`config.mk`:
```
export PLATFORM = sky130hd
export DESIGN_NAME = analog_input_data_registers
export DESIGN_NICKNAME = d
export VERILOG_FILES = /design/src/core/analog_input_pkg.sv /design/src/core/analog_input_data_registers.sv
export VERILOG_INCLUDE_DIRS = /design/src /design/src/core
export SDC_FILE = /design/constraint.sdc
export NUM_CORES = 1
export LEC_CHECK = 0
export ABC_AREA = 1
export BUFFER_PORTS_ARGS = -buffer_cell sky130_fd_sc_hd__buf_2
export CAP_MARGIN = 20
export CORE_ASPECT_RATIO = 2
export CORE_MARGIN = 2
export CORE_UTILIZATION = 60
export DETAILED_ROUTE_END_ITERATION = 10
export PLACE_DENSITY = 0.79
export SLEW_MARGIN = 20
export SYNTH_ARGS = -nofsm -noshare
export SYNTH_HDL_FRONTEND = slang
export SYNTH_SLANG_ARGS = --single-unit
```
`constraint.sdc`:
```
create_clock -name clock -period 11.6 [get_ports clock]
set_clock_uncertainty 0.1 [all_clocks]
set_input_delay 3.48 -clock clock [delete_from_list [all_inputs] [get_ports clock]]
set_output_delay 3.48 -clock clock [all_outputs]
set_load 0.01 [all_outputs]
```
`src/core/analog_input_defines.svh`:
```
// Register references, answer codes and timing counts of the analog input
// data register bank. Assumes a 250 MHz module clock.
`ifndef ANALOG_INPUT_DEFINES_SVH
`define ANALOG_INPUT_DEFINES_SVH

// Read functions and answer codes of the serial protocol.
`define FUNC_READ_HOLDING 8'h03
`define FUNC_READ_INPUT 8'h04
`define EXC_ILLEGAL_FUNC 8'h01
`define EXC_ILLEGAL_ADDR 8'h02
`define EXC_ILLEGAL_VALUE 8'h03
`define EXC_BUSY 8'h06

// Data register references: first and last channel.
`define REF_CHANNEL_FIRST 16'h9C71
`define REF_CHANNEL_LAST 16'h9C77
`define NUM_CHANNELS 7

// Code range: negative and positive full scale.
`define CODE_NEG_FULL 16'h0000
`define CODE_POS_FULL 16'hFFFF

// Timing, in their own units, and derived cycle counts.
`define CLOCK_MHZ 250
`define BUSY_TIME_MS 3000
`define CONV_PERIOD_FAST_US 40000
`define CONV_PERIOD_SLOW_US 50000
`define BUSY_CYCLES (`BUSY_TIME_MS * 1000 * `CLOCK_MHZ)
`define CONV_CYCLES_FAST (`CONV_PERIOD_FAST_US * `CLOCK_MHZ)
`define CONV_CYCLES_SLOW (`CONV_PERIOD_SLOW_US * `CLOCK_MHZ)

`endif

```
`src/core/analog_input_pkg.sv`:
```
// Types shared by the analog input data register bank.
// Assumes the defines header is compiled alongside.
package analog_input_pkg;

	// One decoded read request from the frame parser.
	typedef struct packed {
		logic [7:0] func;
		logic [15:0] start;
		logic [15:0] count;
	} request_s;

	// One answer beat: a data word or an exception.
	typedef struct packed {
		logic [15:0] word;
		logic [7:0] exc_code;
		logic is_exc;
		logic last;
	} answer_s;

	// One converter result.
	typedef struct packed {
		logic [2:0] channel;
		logic [15:0] code;
		logic open_input;
		logic over_range;
	} conversion_s;

	// Setup image held in nonvolatile memory.
	typedef struct packed {
		logic [6:0] enable;
		logic slow_rate;
		logic [2:0] filter_shift;
	} setup_s;

	typedef enum logic {answer_idle, answer_stream} answer_state_e;
	typedef enum logic {seq_wait, seq_convert} seq_state_e;

endpackage

```
`src/core/analog_input_data_registers.sv`:
```
// Seven-channel analog input data register bank with request server,
// conversion sequencer, digital filter and setup retention.
// Assumes frame parsing, CRC and the converter run on this same clock.
// Function
// Read-holding and read-input requests both return the data registers.
// Channels 0 to 6 sit at consecutive references 40049 to 40055.
// One request may read all seven registers in one answer.
// Codes are 16-bit unsigned, 0 at minus and 65535 at plus full scale.
// Codes in between map linearly onto the input span.
// Results refresh from a 16-bit converter at 25 or 20 per second.
// Host-disabled channels are skipped in the conversion sequence.
// Setups live in nonvolatile memory and survive reset.
// A programmable digital filter smooths each channel's results.
// Open input and over-range are indicated apart from valid readings.
// An unsupported register address is answered with exception 02.
// For 3 s after reset every request is answered with exception 06.
// Each data register updates whole, in one cycle, at conversion end.
`timescale 1ns/10ps
`include "analog_input_defines.svh"

module analog_input_data_registers import analog_input_pkg::*; #(
	parameter int unsigned BUSY_CYCLES = `BUSY_CYCLES,
	parameter int unsigned CONV_CYCLES_FAST = `CONV_CYCLES_FAST,
	parameter int unsigned CONV_CYCLES_SLOW = `CONV_CYCLES_SLOW
) (
	// Clock and reset.
	input wire logic clock,
	input wire logic reset,
	// Decoded requests and answers.
	input wire logic req_valid,
	input wire request_s req,
	output logic req_ready_ff,
	output logic ans_valid_ff,
	output answer_s ans_ff,
	// Converter control and results.
	output logic conv_start_ff,
	output logic [2:0] conv_channel_ff,
	input wire logic conv_done,
	input wire conversion_s conv,
	// Setup writes and nonvolatile image.
	input wire logic setup_write,
	input wire setup_s setup_new,
	input wire setup_s nv_image,
	output logic nv_store_ff,
	output setup_s nv_store_data_ff,
	output setup_s setup_ff,
	// Fault indication and busy state.
	output logic [6:0] open_input_ff,
	output logic [6:0] over_range_ff,
	output logic busy_ff
);

	logic [6:0][15:0] value_ff;
	logic load_pending_ff;
	logic [31:0] busy_cnt_ff;
	logic [31:0] period_cnt_ff;
	logic tick_pending_ff;
	seq_state_e seq_ff;
	answer_state_e ans_state_ff;
	logic [2:0] ptr_ff;
	logic [15:0] remain_ff;
	logic req_take;
	logic [16:0] req_end;
	logic [2:0] nxt_channel;
	logic period_end;

	// Setup is restored from the nonvolatile image one cycle after reset,
	// so a reset never leaves stale or default setups in force.
	always_ff @(posedge clock) begin
		if (reset) begin
			load_pending_ff <= 1'b1;
			setup_ff <= '0;
			nv_store_ff <= 1'b0;
			nv_store_data_ff <= '0;
		end else begin
			load_pending_ff <= 1'b0;
			nv_store_ff <= 1'b0;
			if (load_pending_ff) begin
				setup_ff <= nv_image;
			end else if (setup_write) begin
				setup_ff <= setup_new;
				nv_store_ff <= 1'b1;
				nv_store_data_ff <= setup_new;
			end
		end
	end

	// Start-up busy window.
	always_ff @(posedge clock) begin
		if (reset) begin
			busy_cnt_ff <= '0;
			busy_ff <= 1'b1;
		end else if (busy_ff) begin
			busy_cnt_ff <= busy_cnt_ff + 32'h1;
			busy_ff <= (busy_cnt_ff + 32'h1) < BUSY_CYCLES;
		end
	end

	// Conversion pacing timer; the rate select picks 25 or 20 per second.
	assign period_end = period_cnt_ff >=
		((setup_ff.slow_rate ? CONV_CYCLES_SLOW : CONV_CYCLES_FAST) - 1);
	always_ff @(posedge clock) begin
		if (reset) begin
			period_cnt_ff <= '0;
			tick_pending_ff <= 1'b0;
		end else begin
			period_cnt_ff <= period_end ? 32'h0 : period_cnt_ff + 32'h1;
			if (period_end) begin
				tick_pending_ff <= 1'b1;
			end else if (conv_start_ff) begin
				tick_pending_ff <= 1'b0;
			end
		end
	end

	// Next enabled channel after the current one, wrapping round.
	always_comb begin
		logic found;
		logic [3:0] idx;
		found = 1'b0;
		idx = 4'h0;
		nxt_channel = conv_channel_ff;
		for (int i = 1; i <= `NUM_CHANNELS; i++) begin
			idx = 4'(conv_channel_ff) + 4'(i);
			if (idx >= 4'h7) begin
				idx = idx - 4'h7;
			end
			if (!found && setup_ff.enable[idx[2:0]]) begin
				found = 1'b1;
				nxt_channel = idx[2:0];
			end
		end
	end

	// Sequencer: one conversion per tick, only on enabled channels.
	always_ff @(posedge clock) begin
		if (reset) begin
			seq_ff <= seq_wait;
			conv_start_ff <= 1'b0;
			conv_channel_ff <= 3'h6;
		end else begin
			conv_start_ff <= 1'b0;
			unique case (seq_ff)
				seq_wait: begin
					if (tick_pending_ff && !conv_start_ff &&
						|setup_ff.enable && !load_pending_ff) begin
						conv_start_ff <= 1'b1;
						conv_channel_ff <= nxt_channel;
						seq_ff <= seq_convert;
					end
				end
				seq_convert: begin
					if (conv_done) begin
						seq_ff <= seq_wait;
					end
				end
			endcase
		end
	end

	// Filter and store per channel. The whole word is written in one cycle,
	// so a read never mixes bytes of two conversions.
	for (genvar ch = 0; ch < `NUM_CHANNELS; ch++) begin : g_chan
		logic signed [17:0] diff;
		logic signed [17:0] step;
		logic [17:0] filtered;
		assign diff = 18'(conv.code) - 18'(value_ff[ch]);
		assign step = diff >>> setup_ff.filter_shift;
		assign filtered = 18'(value_ff[ch]) + step;
		always_ff @(posedge clock) begin
			if (reset) begin
				value_ff[ch] <= `CODE_NEG_FULL;
				open_input_ff[ch] <= 1'b0;
				over_range_ff[ch] <= 1'b0;
			end else if (conv_done && conv.channel == 3'(ch)) begin
				open_input_ff[ch] <= conv.open_input;
				over_range_ff[ch] <= conv.over_range;
				if (conv.open_input || conv.over_range) begin
					value_ff[ch] <= `CODE_POS_FULL;
				end else begin
					value_ff[ch] <= filtered[15:0];
				end
			end
		end
	end

	// Request decode: last reference covered by the request.
	assign req_take = req_valid && req_ready_ff;
	assign req_end = 17'(req.start) + 17'(req.count) - 17'h1;

	// Answer server: exception beats or a run of data words.
	always_ff @(posedge clock) begin
		if (reset) begin
			ans_state_ff <= answer_idle;
			req_ready_ff <= 1'b0;
			ans_valid_ff <= 1'b0;
			ans_ff <= '0;
			ptr_ff <= '0;
			remain_ff <= '0;
		end else begin
			ans_valid_ff <= 1'b0;
			unique case (ans_state_ff)
				answer_idle: begin
					req_ready_ff <= 1'b1;
					if (req_take) begin
						ans_valid_ff <= 1'b1;
						ans_ff <= '{word: 16'h0, exc_code: 8'h0,
							is_exc: 1'b1, last: 1'b1};
						if (busy_ff) begin
							ans_ff.exc_code <= `EXC_BUSY;
						end else if (req.func != `FUNC_READ_HOLDING &&
							req.func != `FUNC_READ_INPUT) begin
							ans_ff.exc_code <= `EXC_ILLEGAL_FUNC;
						end else if (req.count == 16'h0) begin
							ans_ff.exc_code <= `EXC_ILLEGAL_VALUE;
						end else if (req.start < `REF_CHANNEL_FIRST ||
							req_end > 17'(`REF_CHANNEL_LAST)) begin
							ans_ff.exc_code <= `EXC_ILLEGAL_ADDR;
						end else begin
							// Both read functions see the same words.
							ans_ff.is_exc <= 1'b0;
							ans_ff.word <= value_ff[3'(req.start -
								`REF_CHANNEL_FIRST)];
							ans_ff.last <= req.count == 16'h1;
							ptr_ff <= 3'(req.start - `REF_CHANNEL_FIRST) +
								3'h1;
							remain_ff <= req.count - 16'h1;
							if (req.count != 16'h1) begin
								req_ready_ff <= 1'b0;
								ans_state_ff <= answer_stream;
							end
						end
					end
				end
				answer_stream: begin
					ans_valid_ff <= 1'b1;
					ans_ff.word <= value_ff[ptr_ff];
					ans_ff.last <= remain_ff == 16'h1;
					ptr_ff <= ptr_ff + 3'h1;
					remain_ff <= remain_ff - 16'h1;
					if (remain_ff == 16'h1) begin
						req_ready_ff <= 1'b1;
						ans_state_ff <= answer_idle;
					end
				end
			endcase
		end
	end

	AST_BUSY_EXC: assert property (@(posedge clock) disable iff (reset)
		req_take && busy_ff |=> ans_valid_ff && ans_ff.is_exc &&
		ans_ff.exc_code == 8'h06)
		else $error("Request during start-up not answered busy.");
	AST_NO_DATA_BUSY: assert property (@(posedge clock)
		disable iff (reset)
		ans_valid_ff && !ans_ff.is_exc |-> !$past(busy_ff, 1))
		else $error("Data answered during start-up window.");
	AST_READ_FUNCS: assert property (@(posedge clock)
		disable iff (reset)
		req_take && !busy_ff && req.func inside {8'h03, 8'h04} &&
		req.start == 16'h9C71 && req.count == 16'h1
		|=> ans_valid_ff && !ans_ff.is_exc && ans_ff.last &&
		ans_ff.word == $past(value_ff[0]))
		else $error("Read of channel 0 not answered with its value.");
	AST_BAD_ADDR: assert property (@(posedge clock)
		disable iff (reset)
		req_take && !busy_ff && req.func == 8'h03 && req.count == 16'h1 &&
		(req.start == 16'h9C70 || req.start == 16'h9C78)
		|=> ans_valid_ff && ans_ff.is_exc && ans_ff.exc_code == 8'h02)
		else $error("Unsupported address not answered with code 02.");
	AST_FULL_BLOCK: assert property (@(posedge clock)
		disable iff (reset)
		req_take && !busy_ff && req.func == 8'h04 &&
		req.start == 16'h9C71 && req.count == 16'h7
		|=> (ans_valid_ff && !ans_ff.last && !ans_ff.is_exc)[*6]
		##1 (ans_valid_ff && ans_ff.last && ans_ff.word == $past(value_ff[6])))
		else $error("Seven-register read not answered in seven beats.");
	AST_SKIP_DISABLED: assert property (@(posedge clock)
		disable iff (reset)
		conv_start_ff |-> |($past(setup_ff.enable) & (7'h01 << conv_channel_ff)))
		else $error("Disabled channel was converted.");
	AST_ATOMIC: assert property (@(posedge clock)
		disable iff (reset)
		$changed(value_ff) |-> $past(conv_done))
		else $error("Data register changed outside a conversion end.");
	AST_FAULT: assert property (@(posedge clock)
		disable iff (reset)
		conv_done && conv.over_range && conv.channel == 3'h2
		|=> value_ff[2] == 16'hFFFF && over_range_ff[2])
		else $error("Over-range not indicated.");
	AST_FILTER_OFF: assert property (@(posedge clock)
		disable iff (reset)
		conv_done && setup_ff.filter_shift == 3'h0 && !conv.open_input &&
		!conv.over_range && conv.channel == 3'h4
		|=> value_ff[4] == $past(conv.code))
		else $error("Unfiltered result not stored as converted.");
	AST_NV_RESTORE: assert property (@(posedge clock)
		$fell(reset) |=> setup_ff == $past(nv_image))
		else $error("Setup not restored from nonvolatile image.");

endmodule

```
; ---- Word-level counts from Yosys, hierarchy flattened
; Index checks and enable logic that the tools add are counted.
[word_totals]
inputBits = 88
reg_bits = 269
word_cells = 272
output_inout_bits = 70
[op_classes]
mux = 101
reduce_logical = 41
eq_ne = 17
order_cmp = 20
n_addsub = 38
n_bitwise = 3
shifts = 7
[op_table]
columns = cell, n
row1 = $mux W16, 18
row2 = $sshr A17 B3 Y16, 7
row3 = $sub A16 B16 Y17, 7
row4 = $add A16 B16 Y16, 7
row5 = $bmux W16 S3, 2
row6 = $add A32 B1 Y32 const B, 2
row7 = $pmux W16 S2, 2
row8 = $mux W3, 20
row9 = $lt A3 B4 Y1 const B, 9
row10 = $mux W1, 35
row11 = $eq A16 B1 Y1 const B, 2
row12 = $ge A32 B32 Y1, 1
row13 = $lt A32 B30 Y1 const B, 1
row14 = $sub A16 B1 Y16 const B, 2
row15 = $ge A4 B3 Y1 const B, 7
row16 = $mux W26, 1
row17 = $sub A24 B1 Y25 const B, 1
row18 = $mux W11, 2
row19 = $mux W22, 1
row20 = $bmux W1 S3, 7
row21 = $sub A3 B3 Y3 const B, 7
row22 = $logic_and A1 B1 Y1, 18
row23 = $add A16 B16 Y17, 1
row24 = $gt A17 B16 Y1 const B, 1
row25 = other kinds (30), 66

; ---- Longest topological paths before layout
; Gate-level depths: netlist of run 1.
[logic_depth]
ltp_word = 25
ltp_mapped = 35
ltp_nobuf = 35

; ---- Worst setup path before layout of run 1
; OpenSTA, ideal clock, no wires.
[synth_path]
path_kind = input -> register
from = in conv[2] in the netlist's numbering
to = reg value_ff[94] in the netlist's numbering
t_arrival_ns = 7.133
required_ns = 11.391
stages = 28
setup_time_ns = 0.109
path_slack_ns = 4.257
cell_sequence = inv_1 ha_1 inv_1 fa_1 nand3_1 nand3_1 a21oi_1 o21ai_1 xor2_1 nand2_1 o21ai_0 o21ai_0 o21ai_0 fa_1 nand3_1 nand2_1 a21oi_1 o21ai_0 a21boi_0 o21ai_0 nand2_1 nand2_1 a21oi_1 nor2_1 nor2_1 nand2_1 nand2_1 inv_1
[synth_between]
elab_chain_len = 4
[synth_rtl]
columns = element, line
row1 = start: declaration, analog_input_data_registers.sv:39  ; input wire conversion_s conv,
row2 = $sub A16 B16 Y17, analog_input_data_registers.sv:167  ; assign diff = 18'(conv.code) - 18'(value_ff[ch]);
row3 = $sshr A17 B3 Y16, analog_input_data_registers.sv:168  ; assign step = diff >>> setup_ff.filter_shift;
row4 = $add A16 B16 Y16, analog_input_data_registers.sv:169  ; assign filtered = 18'(value_ff[ch]) + step;
row5 = $mux W16, analog_input_data_registers.sv:178  ; if (conv.open_input || conv.over_range) begin
row6 = end signal: indexed assignment, analog_input_data_registers.sv:172  ; value_ff[ch] <= `CODE_NEG_FULL;
row7 = end signal: indexed assignment, analog_input_data_registers.sv:179  ; value_ff[ch] <= `CODE_POS_FULL;
row8 = end signal: indexed assignment, analog_input_data_registers.sv:181  ; value_ff[ch] <= filtered[15:0];
row9 = end: declaration, analog_input_data_registers.sv:53  ; logic [6:0][15:0] value_ff;
; No other way between the ends.
; A chain may end at the register's enable or synchronous reset.

; ---- Final worst setup path of run 1
; Ends and elaborated chain as after synthesis.

==> results of run 1 <==
-- sequential cells by signal, summed over array words and instances (netlist names) --
signal,cells
ans_state_ff,1
nv_store_data_ff,11
seq_ff,1
open_input_ff,7
busy_cnt_ff,32
req_ready_ff,1
over_range_ff,7
conv_channel_ff,3
conv_start_ff,1
tick_pending_ff,1
ptr_ff,3
busy_ff,1
remain_ff,16
period_cnt_ff,32
ans_valid_ff,1
value_ff,112
load_pending_ff,1
setup_ff,11
ans_ff,21
nv_store_ff,1
-- layer usage --
layer  global-route usage (%)  part of all wire (%)  vias up  wire [um]
li1                         -                     -    15900          -
met1                     38.2                    32    15000      35400
met2                     75.8                    48     1317      52900
met3                     8.06                   6.2      635       6820
met4                     45.7                    13        0      14000
met5                        0                     0        -          0
-- cells by family after synthesis --
group | count (synthesis)
AND/OR/NAND/NOR | 1929
AO/OA/AOI/OAI | 1194
buffers and inverters | 838
adder cells (fa/ha/maj) | 290
flip-flops | 264
XOR/XNOR | 181
multiplexers | 15
other | 1
-- per-stage QoR --
| step | setup slack [ns] | cell area (um2) | hold WS [ns] | util (%) |
|---|---|---|---|---|
| 2_1_floorplan | 4.26 | 29000 | 0.318 | - |
| 3_3_place_gp | 3.00 | 30100 | 0.331 | 63.1 |
| 3_5_place_dp | 2.94 | 30100 | 0.347 | 63.1 |
| 4_1_cts | 3.56 | 31100 | 0.355 | 65.3 |
| 5_1_grt | 3.13 | 31100 | 0.373 | 65.3 |
| 6_report | 3.47 | 31100 | 0.352 | 65.3 |
-- worst paths after layout --
path,endpoint,from,depth (start not counted)
max,value_ff[94],conv[2],29
min reg2reg,period_cnt_ff[0],period_cnt_ff[0],1
max reg2reg,value_ff[62],setup_ff[0],20
min,period_cnt_ff[0],period_cnt_ff[0],1
-- power by group through the flow --
stage / clock network [mW] / logic, mW / registers (mW)
after floorplan: 0 / 1.28 / 0.983
after global placement: 0 / 1.64 / 1.01
after detailed placement: 0 / 1.66 / 1.01
after CTS: 1.02 / 1.67 / 0.985
after global routing: 1.05 / 1.90 / 0.990
final: 1.02 / 1.70 / 0.989
-- cell usage after synthesis, types with 55 or more instances --
master,count
sky130_fd_sc_hd__clkbuf_1,111
sky130_fd_sc_hd__ha_1,274
sky130_fd_sc_hd__nand3_1,407
sky130_fd_sc_hd__nand2_1,1005
sky130_fd_sc_hd__o211ai_1,55
sky130_fd_sc_hd__dfxtp_1,264
sky130_fd_sc_hd__o21ai_0,464
sky130_fd_sc_hd__nor2_1,318
sky130_fd_sc_hd__xor2_1,124
sky130_fd_sc_hd__a21oi_1,471
sky130_fd_sc_hd__inv_1,644
-- layout by cell type (no fill, tap or decap), drive strengths merged, types with 23 or more instances in the layout --
master / n
nand2: 1023
inv: 659
o21ai: 483
a21oi: 478
nand3: 409
nor2: 336
ha: 274
dfxtp: 264
buf: 180
xor2: 127
nor3: 57
o211ai: 55
xnor2: 54
o221ai: 48
nand4: 46
a31oi: 32
clkbuf: 31
a211oi: 23
-- critical path, delay by kind of cell --
family	cells	cell delay [ns]
adder cells (fa/ha/maj)	3	1.14
AO/OA/AOI/OAI	10	2.17
AND/OR/NAND/NOR	11	0.84
buffers and inverters	4	0.68
XOR/XNOR	1	0.19
-- cell type report --
type	count	area, um2
sequential	264	5290
fill	4684	16500
multi-input combinational	3622	20500
antenna	2	5.00
inverter	663	2500
clock inverter	21	260
clock buffer	31	753
timing repair buffer	180	973
tap	632	791
==> insert_results.sql, run 1 <==
INSERT INTO impl_metrics (metric_group, metric, value, unit) VALUES
('synthesis', 'mappedNetlistArea', '29000', 'um2'),
('timing', 'final.min_clock_period', '8.13', 'ns'),
('worst_setup_path', 'critical_path_required', '11.99', 'ns'),
('timing', 'finalSetupTns', '0', 'ns'),
('synthesis', 'synth_xor_xnor_area_share', '5.55', '%'),
('layout', 'area_delta_synth_final', '7.36', '%'),
('clocking', 'cts.reportedPaths.clkPinSlew', '0.07', 'ns'),
('clocking', 'ctsHtreeMaxLevel', '1', ''),
('routing', 'drt_pre_antenna_iters', '6', ''),
('clocking', 'numClockSinks', '264', ''),
('synthesis', 'synth.area.top_cells', 'sky130_fd_sc_hd__dfxtp_1, sky130_fd_sc_hd__nand2_1, sky130_fd_sc_hd__ha_1', ''),
('clocking', 'cts_inserted_buffers', '28', ''),
('power', 'internal-power', '2.09', 'mW'),
('synthesis', 'share_of_the_synthesized_area_in_compound_gates_ao_oa_aoi_oai', '23.0', '%'),
('clocking', 'cts.repair.resized', '0', ''),
('die', 'standard_cell_row_count', '113', ''),
('routing', 'via_count', '32800', ''),
('worst_setup_path', 'arrival', '8.52', 'ns'),
('status', 'run_status', 'completed', ''),
('synthesis', 'synthMuxAreaShare', '0.518', '%'),
('placement', 'place_inst', '5361', ''),
('synthesis', 'avgSynthCellArea', '6.15', 'um2'),
('timing', 'setup_viol', '0', ''),
('synthesis', 'synth_top_family_by_area', 'simple AND/OR/NAND/NOR gates', ''),
('power', 'static-leakage-power', '15.4', 'nW'),
('power', 'pwr-share-comb', '45.8', '%'),
('die', 'core-area', '47600', 'um2'),
('placement', 'dpl_wire_length', '83700', 'um'),
('synthesis', 'dominantRegCellSynth', 'sky130_fd_sc_hd__dfxtp_1', ''),
('routing', 'vias_per_cell', '6.06', ''),
('synthesis', 'post_synth_inst_count', '4712', ''),
('worst_setup_path', 'path_max_fanout', '7', ''),
('placement', 'place.port_buffers', '152', ''),
('routing', 'remaining_drc_errors', '0', ''),
('routing', 'wirelength', '109000', 'um'),
('clocking', 'worstSkewPairLatency', '0.61', 'ns'),
('die', 'dieHeight', '315', 'um'),
('die', 'floorplan.die_area', '50200', 'um2'),
('layout', 'num-nets-final', '5137', ''),
('synthesis', 'synth.distinct_cells', '68', ''),
('routing', 'detail-route-antenna-nets', '0', ''),
('grt', 'grt_antenna_before_repair', '0', ''),
('clocking', 'clock_tree.buffer_depth', '3', ''),
('routing', 'detailedRoute.firstIterationViolations', '2194', ''),
('synthesis', 'synth_simple_gate_area_share', '28.7', '%'),
('layout', 'post_layout_cell_count', '5415', ''),
('power', 'power.density_cell_area', '119', 'nW/um2'),
('synthesis', 'synthArstFlopShare', '0', '%'),
('grt', 'globalRouteTotalUtil', '42.3', '%'),
('grt', 'grt_pass1_wl', '167000', 'um'),
('timing', 'fin_crit_sh', '70.1', '%'),
('worst_setup_path', 'setup.worst_path.end_class', 'flop', ''),
('timing', 'slew-limit-headroom', '16.1', '%'),
('synthesis', 'count_of_state_elements_after_synthesis', '264', ''),
('worst_setup_path', 'setup.reg_to_reg.worst_slack', '6.35', 'ns'),
('power', 'total_switching_power', '1.61', 'mW'),
('grt', 'grt_pass1_vias', '31900', ''),
('die', 'floorplan.initialDensity', '60.8', '%'),
('die', 'number_of_top_level_pins', '158', ''),
('worst_setup_path', 'timing_worst_setup_path_type', 'in -> reg', ''),
('placement', 'gpl.final_weighted_congestion', '1.07', ''),
('grt', 'grt_start_max_net_pins', '84', ''),
('synthesis', 'synth_enable_flop_cells', '0', ''),
('timing', 'max_freq', '123', 'MHz'),
('synthesis', 'ys_seq_area_share', '18.2', '%'),
('synthesis', 'yosysWarningCount', '0', ''),
('synthesis', 'synth_top_cell_by_area', 'sky130_fd_sc_hd__dfxtp_1', ''),
('power', 'clkPwrFrac', '27.5', '%'),
('power', 'vdd.ir_drop.worst', '0.000139', 'V'),
('timing', 'drv_slew', '0', ''),
('worst_setup_path', 'critical-path-max-stage-delay', '0.49', 'ns');
Note: power is estimated with default switching activity, not from simulation.
==> run 2, diff against run 1 <==
--- a/config.mk
+++ b/config.mk
@@ -11,7 +11,7 @@
 export CAP_MARGIN = 20
 export CORE_ASPECT_RATIO = 2
 export CORE_MARGIN = 2
-export CORE_UTILIZATION = 60
+export CORE_UTILIZATION = 58
 export DETAILED_ROUTE_END_ITERATION = 10
 export PLACE_DENSITY = 0.79
 export SLEW_MARGIN = 20
==> constraint.sdc (replaced) <==
create_clock -name clock -period 7.2 [get_ports clock]
set_clock_uncertainty 0.1 [all_clocks]
set_input_delay 2.16 -clock clock [delete_from_list [all_inputs] [get_ports clock]]
set_output_delay 2.16 -clock clock [all_outputs]
set_load 0.01 [all_outputs]
==> run 2 against run 1 <==
Worst hold slack is essentially flat. Clock power up 65%. Largest power group unchanged. Combinational power up 64%. Cell area grew 0.59%. Count of clock-buffer cells in the layout rose by 5.
==> insert_results.sql, run 2 (same netlist as run 1, synthesis figures left out) <==
INSERT INTO impl_metrics (metric_group, metric, value, unit) VALUES
('status', 'run_status', 'completed', ''),
('timing', 'report.final.hold_viol_count', '0', ''),
('worst_setup_path', 'critical-path-top-cell-by-count', 'sky130_fd_sc_hd__nand2_1', ''),
('clocking', 'numClockSinks', '264', ''),
('clocking', 'cts_inserted_buffers', '29', ''),
('power', 'static-leakage-power', '15.5', 'nW'),
('layout', 'layout-drive-gt1-share', '7.34', '%'),
('routing', 'wl_per_cell', '20.4', 'um'),
('timing', 'grt_setup_unrepaired', 'false', ''),
('clocking', 'tritoncts', 'built', ''),
('timing', 'final.hold.worst_slack', '0.352', 'ns'),
('timing', 'max_slew.worst_pin.slew', '1.21', 'ns'),
('grt', 'globalRouteTotalUtil', '41.7', '%'),
('placement', 'gpl.final_weighted_congestion', '1.07', ''),
('die', 'floorplan.die_area', '51900', 'um2'),
('die', 'floorplan.initialDensity', '58.9', '%'),
('worst_setup_path', 'worst-r2r-cell-count', '22', ''),
('worst_setup_path', 'critPathCapture', 'value_ff[28]', ''),
('worst_setup_path', 'critical_path_required', '7.61', 'ns'),
('die', 'number_of_top_level_pins', '158', ''),
('placement', 'dpl_wire_length', '85100', 'um'),
('grt', 'grt_overflow_total', '0', ''),
('die', 'die_w', '162', 'um'),
('timing', 'setup_viol', '0', ''),
('layout', 'layout.cells.most_common_list', 'sky130_fd_sc_hd__nand2_1, sky130_fd_sc_hd__inv_1, sky130_fd_sc_hd__a21oi_1, sky130_fd_sc_hd__o21ai_0, sky130_fd_sc_hd__nand3_1', ''),
('timing', 'finalSetupTns', '0', 'ns'),
('grt', 'grt_pass1_vias', '32100', ''),
('grt', 'grt_pass1_wl', '168000', 'um'),
('routing', 'detail-route-antenna-nets', '0', ''),
('routing', 'wirelength', '111000', 'um'),
('timing', 'drv_slew', '0', ''),
('layout', 'area_delta_synth_final', '7.99', '%'),
('clocking', 'clock_tree.root_cell', 'sky130_fd_sc_hd__clkbuf_16', ''),
('min_path', 'min_path_type', 'reg -> reg', ''),
('timing', 'slew-limit-headroom', '18.2', '%'),
('timing', 'fin_crit_sh', '89.9', '%'),
('worst_setup_path', 'setup.worst_path.end_class', 'flop', ''),
('worst_setup_path', 'path_max_fanout', '5', ''),
('layout', 'num-nets-final', '5153', ''),
('grt', 'grt_antenna_before_repair', '4', ''),
('worst_setup_path', 'arrival', '6.88', 'ns'),
('worst_setup_path', 'critical-path-max-stage-delay', '0.39', 'ns'),
('worst_setup_path', 'critPathLaunchType', 'primary input', ''),
('clocking', 'worstSkewPairLatency', '0.65', 'ns'),
('layout', 'top_regs', 'value_ff x112, busy_cnt_ff x32, period_cnt_ff x32', ''),
('routing', 'via_count', '33100', ''),
('placement', 'place.port_buffers', '152', ''),
('die', 'dieHeight', '320', 'um'),
('die', 'core-area', '49200', 'um2'),
('layout', 'largest_register_ff_count', '112', ''),
('power', 'vdd.ir_drop.worst', '0.000247', 'V'),
('layout', 'max_flop_register', 'value_ff', ''),
('clocking', 'cts.repair.resized', '0', ''),
('clocking', 'cts_post_setup_buffers_inserted', '0', ''),
('power', 'power.density_cell_area', '193', 'nW/um2'),
('worst_setup_path', 'r2r-start', 'setup_ff[0]', ''),
('worst_setup_path', 'timing_worst_setup_path_type', 'in -> reg', ''),
('die', 'standard_cell_row_count', '115', ''),
('clocking', 'ctsHtreeMaxLevel', '1', ''),
('routing', 'drt_pre_antenna_iters', '8', ''),
('flow_run', 'cap_violations', '0', ''),
('timing', 'final.min_clock_period', '6.47', 'ns'),
('grt', 'grt_start_max_net_pins', '98', ''),
('clocking', 'clock_tree.buffer_depth', '3', ''),
('worst_setup_path', 'cp_slowest_cell', 'sky130_fd_sc_hd__fa_1', ''),
('timing', 'max_freq', '155', 'MHz'),
('routing', 'vias_per_cell', '6.08', ''),
('routing', 'detailedRoute.firstIterationViolations', '2548', ''),
('worst_setup_path', 'setup.reg_to_reg.worst_slack', '1.90', 'ns'),
('worst_setup_path', 'worstReg2RegEnd', 'value_ff[94]', ''),
('clocking', 'cts.reportedPaths.clkPinSlew', '0.07', 'ns'),
('clocking', 'holdBufCountCts', '0', ''),
('routing', 'remaining_drc_errors', '0', ''),
('worst_setup_path', 'startpoint', 'conv[2]', ''),
('layout', 'most_common_cell_after_layout_fill_and_taps_aside', 'sky130_fd_sc_hd__nand2_1', '');
## run 2: cell types whose count changed in the layout (fill, tap and decap cells not counted), sizes merged
cell / before / now
bufinv: 5 / 4
buf: 180 / 195
diode: 2 / 3
inv: 659 / 658
clkbuf: 31 / 36
clkinv: 17 / 16
## run 2: final cells by class
type / instances / area, um2
tap: 643 / 805
clock buffer: 36 / 802
sequential: 264 / 5290
inverter: 663 / 2490
antenna: 3 / 7.51
clock inverter: 18 / 231
fill: 4903 / 17900
multi-input combinational: 3622 / 20500
timing repair buffer: 195 / 1110
## run 2: where the power goes
part / total, mW / switching, mW / leakage, nW / internal, mW
Clock: 1.68 / 0.735 / 0.503 / 0.944
Sequential: 1.59 / 0.0854 / 2.15 / 1.51
Combinational: 2.78 / 1.85 / 12.9 / 0.935
Total: 6.05 / 2.67 / 15.5 / 3.39
## run 2: per-stage QoR
step	worst slack [ns]	power [mW]	std cells	area, um2	utilization [%]
final	0.729	6.05	5444	31300	63.6
after global routing	0.221	6.43	5441	31300	63.5
after CTS	0.796	5.98	5440	31300	63.5
after detailed placement	0.186	4.32	5386	30200	61.4
after global placement	0.315	4.28	5386	30200	61.4
after floorplan	1.18	3.64	4724	29000	-
## run 2: per-layer routing
| layer | track usage, % | routed length, um | vias up |
|---|---|---|---|
| met5 | 0 | 15 | - |
| met4 | 45.7 | 14700 | 2 |
| met3 | 8.82 | 7750 | 648 |
| met2 | 72.6 | 53100 | 1392 |
| met1 | 37.6 | 35400 | 15100 |
| li1 | - | - | 15900 |
## run 2: worst min path at each step
| stage | start | endpoint | slack (ns) | depth (start not counted) |
|---|---|---|---|---|
| finish | period_cnt_ff[0] | period_cnt_ff[0] | 0.35 | 1 |
| global route | period_cnt_ff[0] | period_cnt_ff[0] | 0.38 | 1 |
| CTS | period_cnt_ff[0] | period_cnt_ff[0] | 0.36 | 1 |
| detailed placement | period_cnt_ff[0] | period_cnt_ff[0] | 0.34 | 1 |
| global placement | period_cnt_ff[0] | period_cnt_ff[0] | 0.33 | 1 |
| floorplan | period_cnt_ff[0] | period_cnt_ff[0] | 0.32 | 1 |
## run 2: worst max-delay path: cells and delay by family
family / cells / cell delay [ns]
AO/OA/AOI/OAI: 11 / 2.15
XOR/XNOR: 1 / 0.19
adder cells (fa/ha/maj): 3 / 0.92
buffers and inverters: 4 / 0.55
AND/OR/NAND/NOR: 11 / 0.89
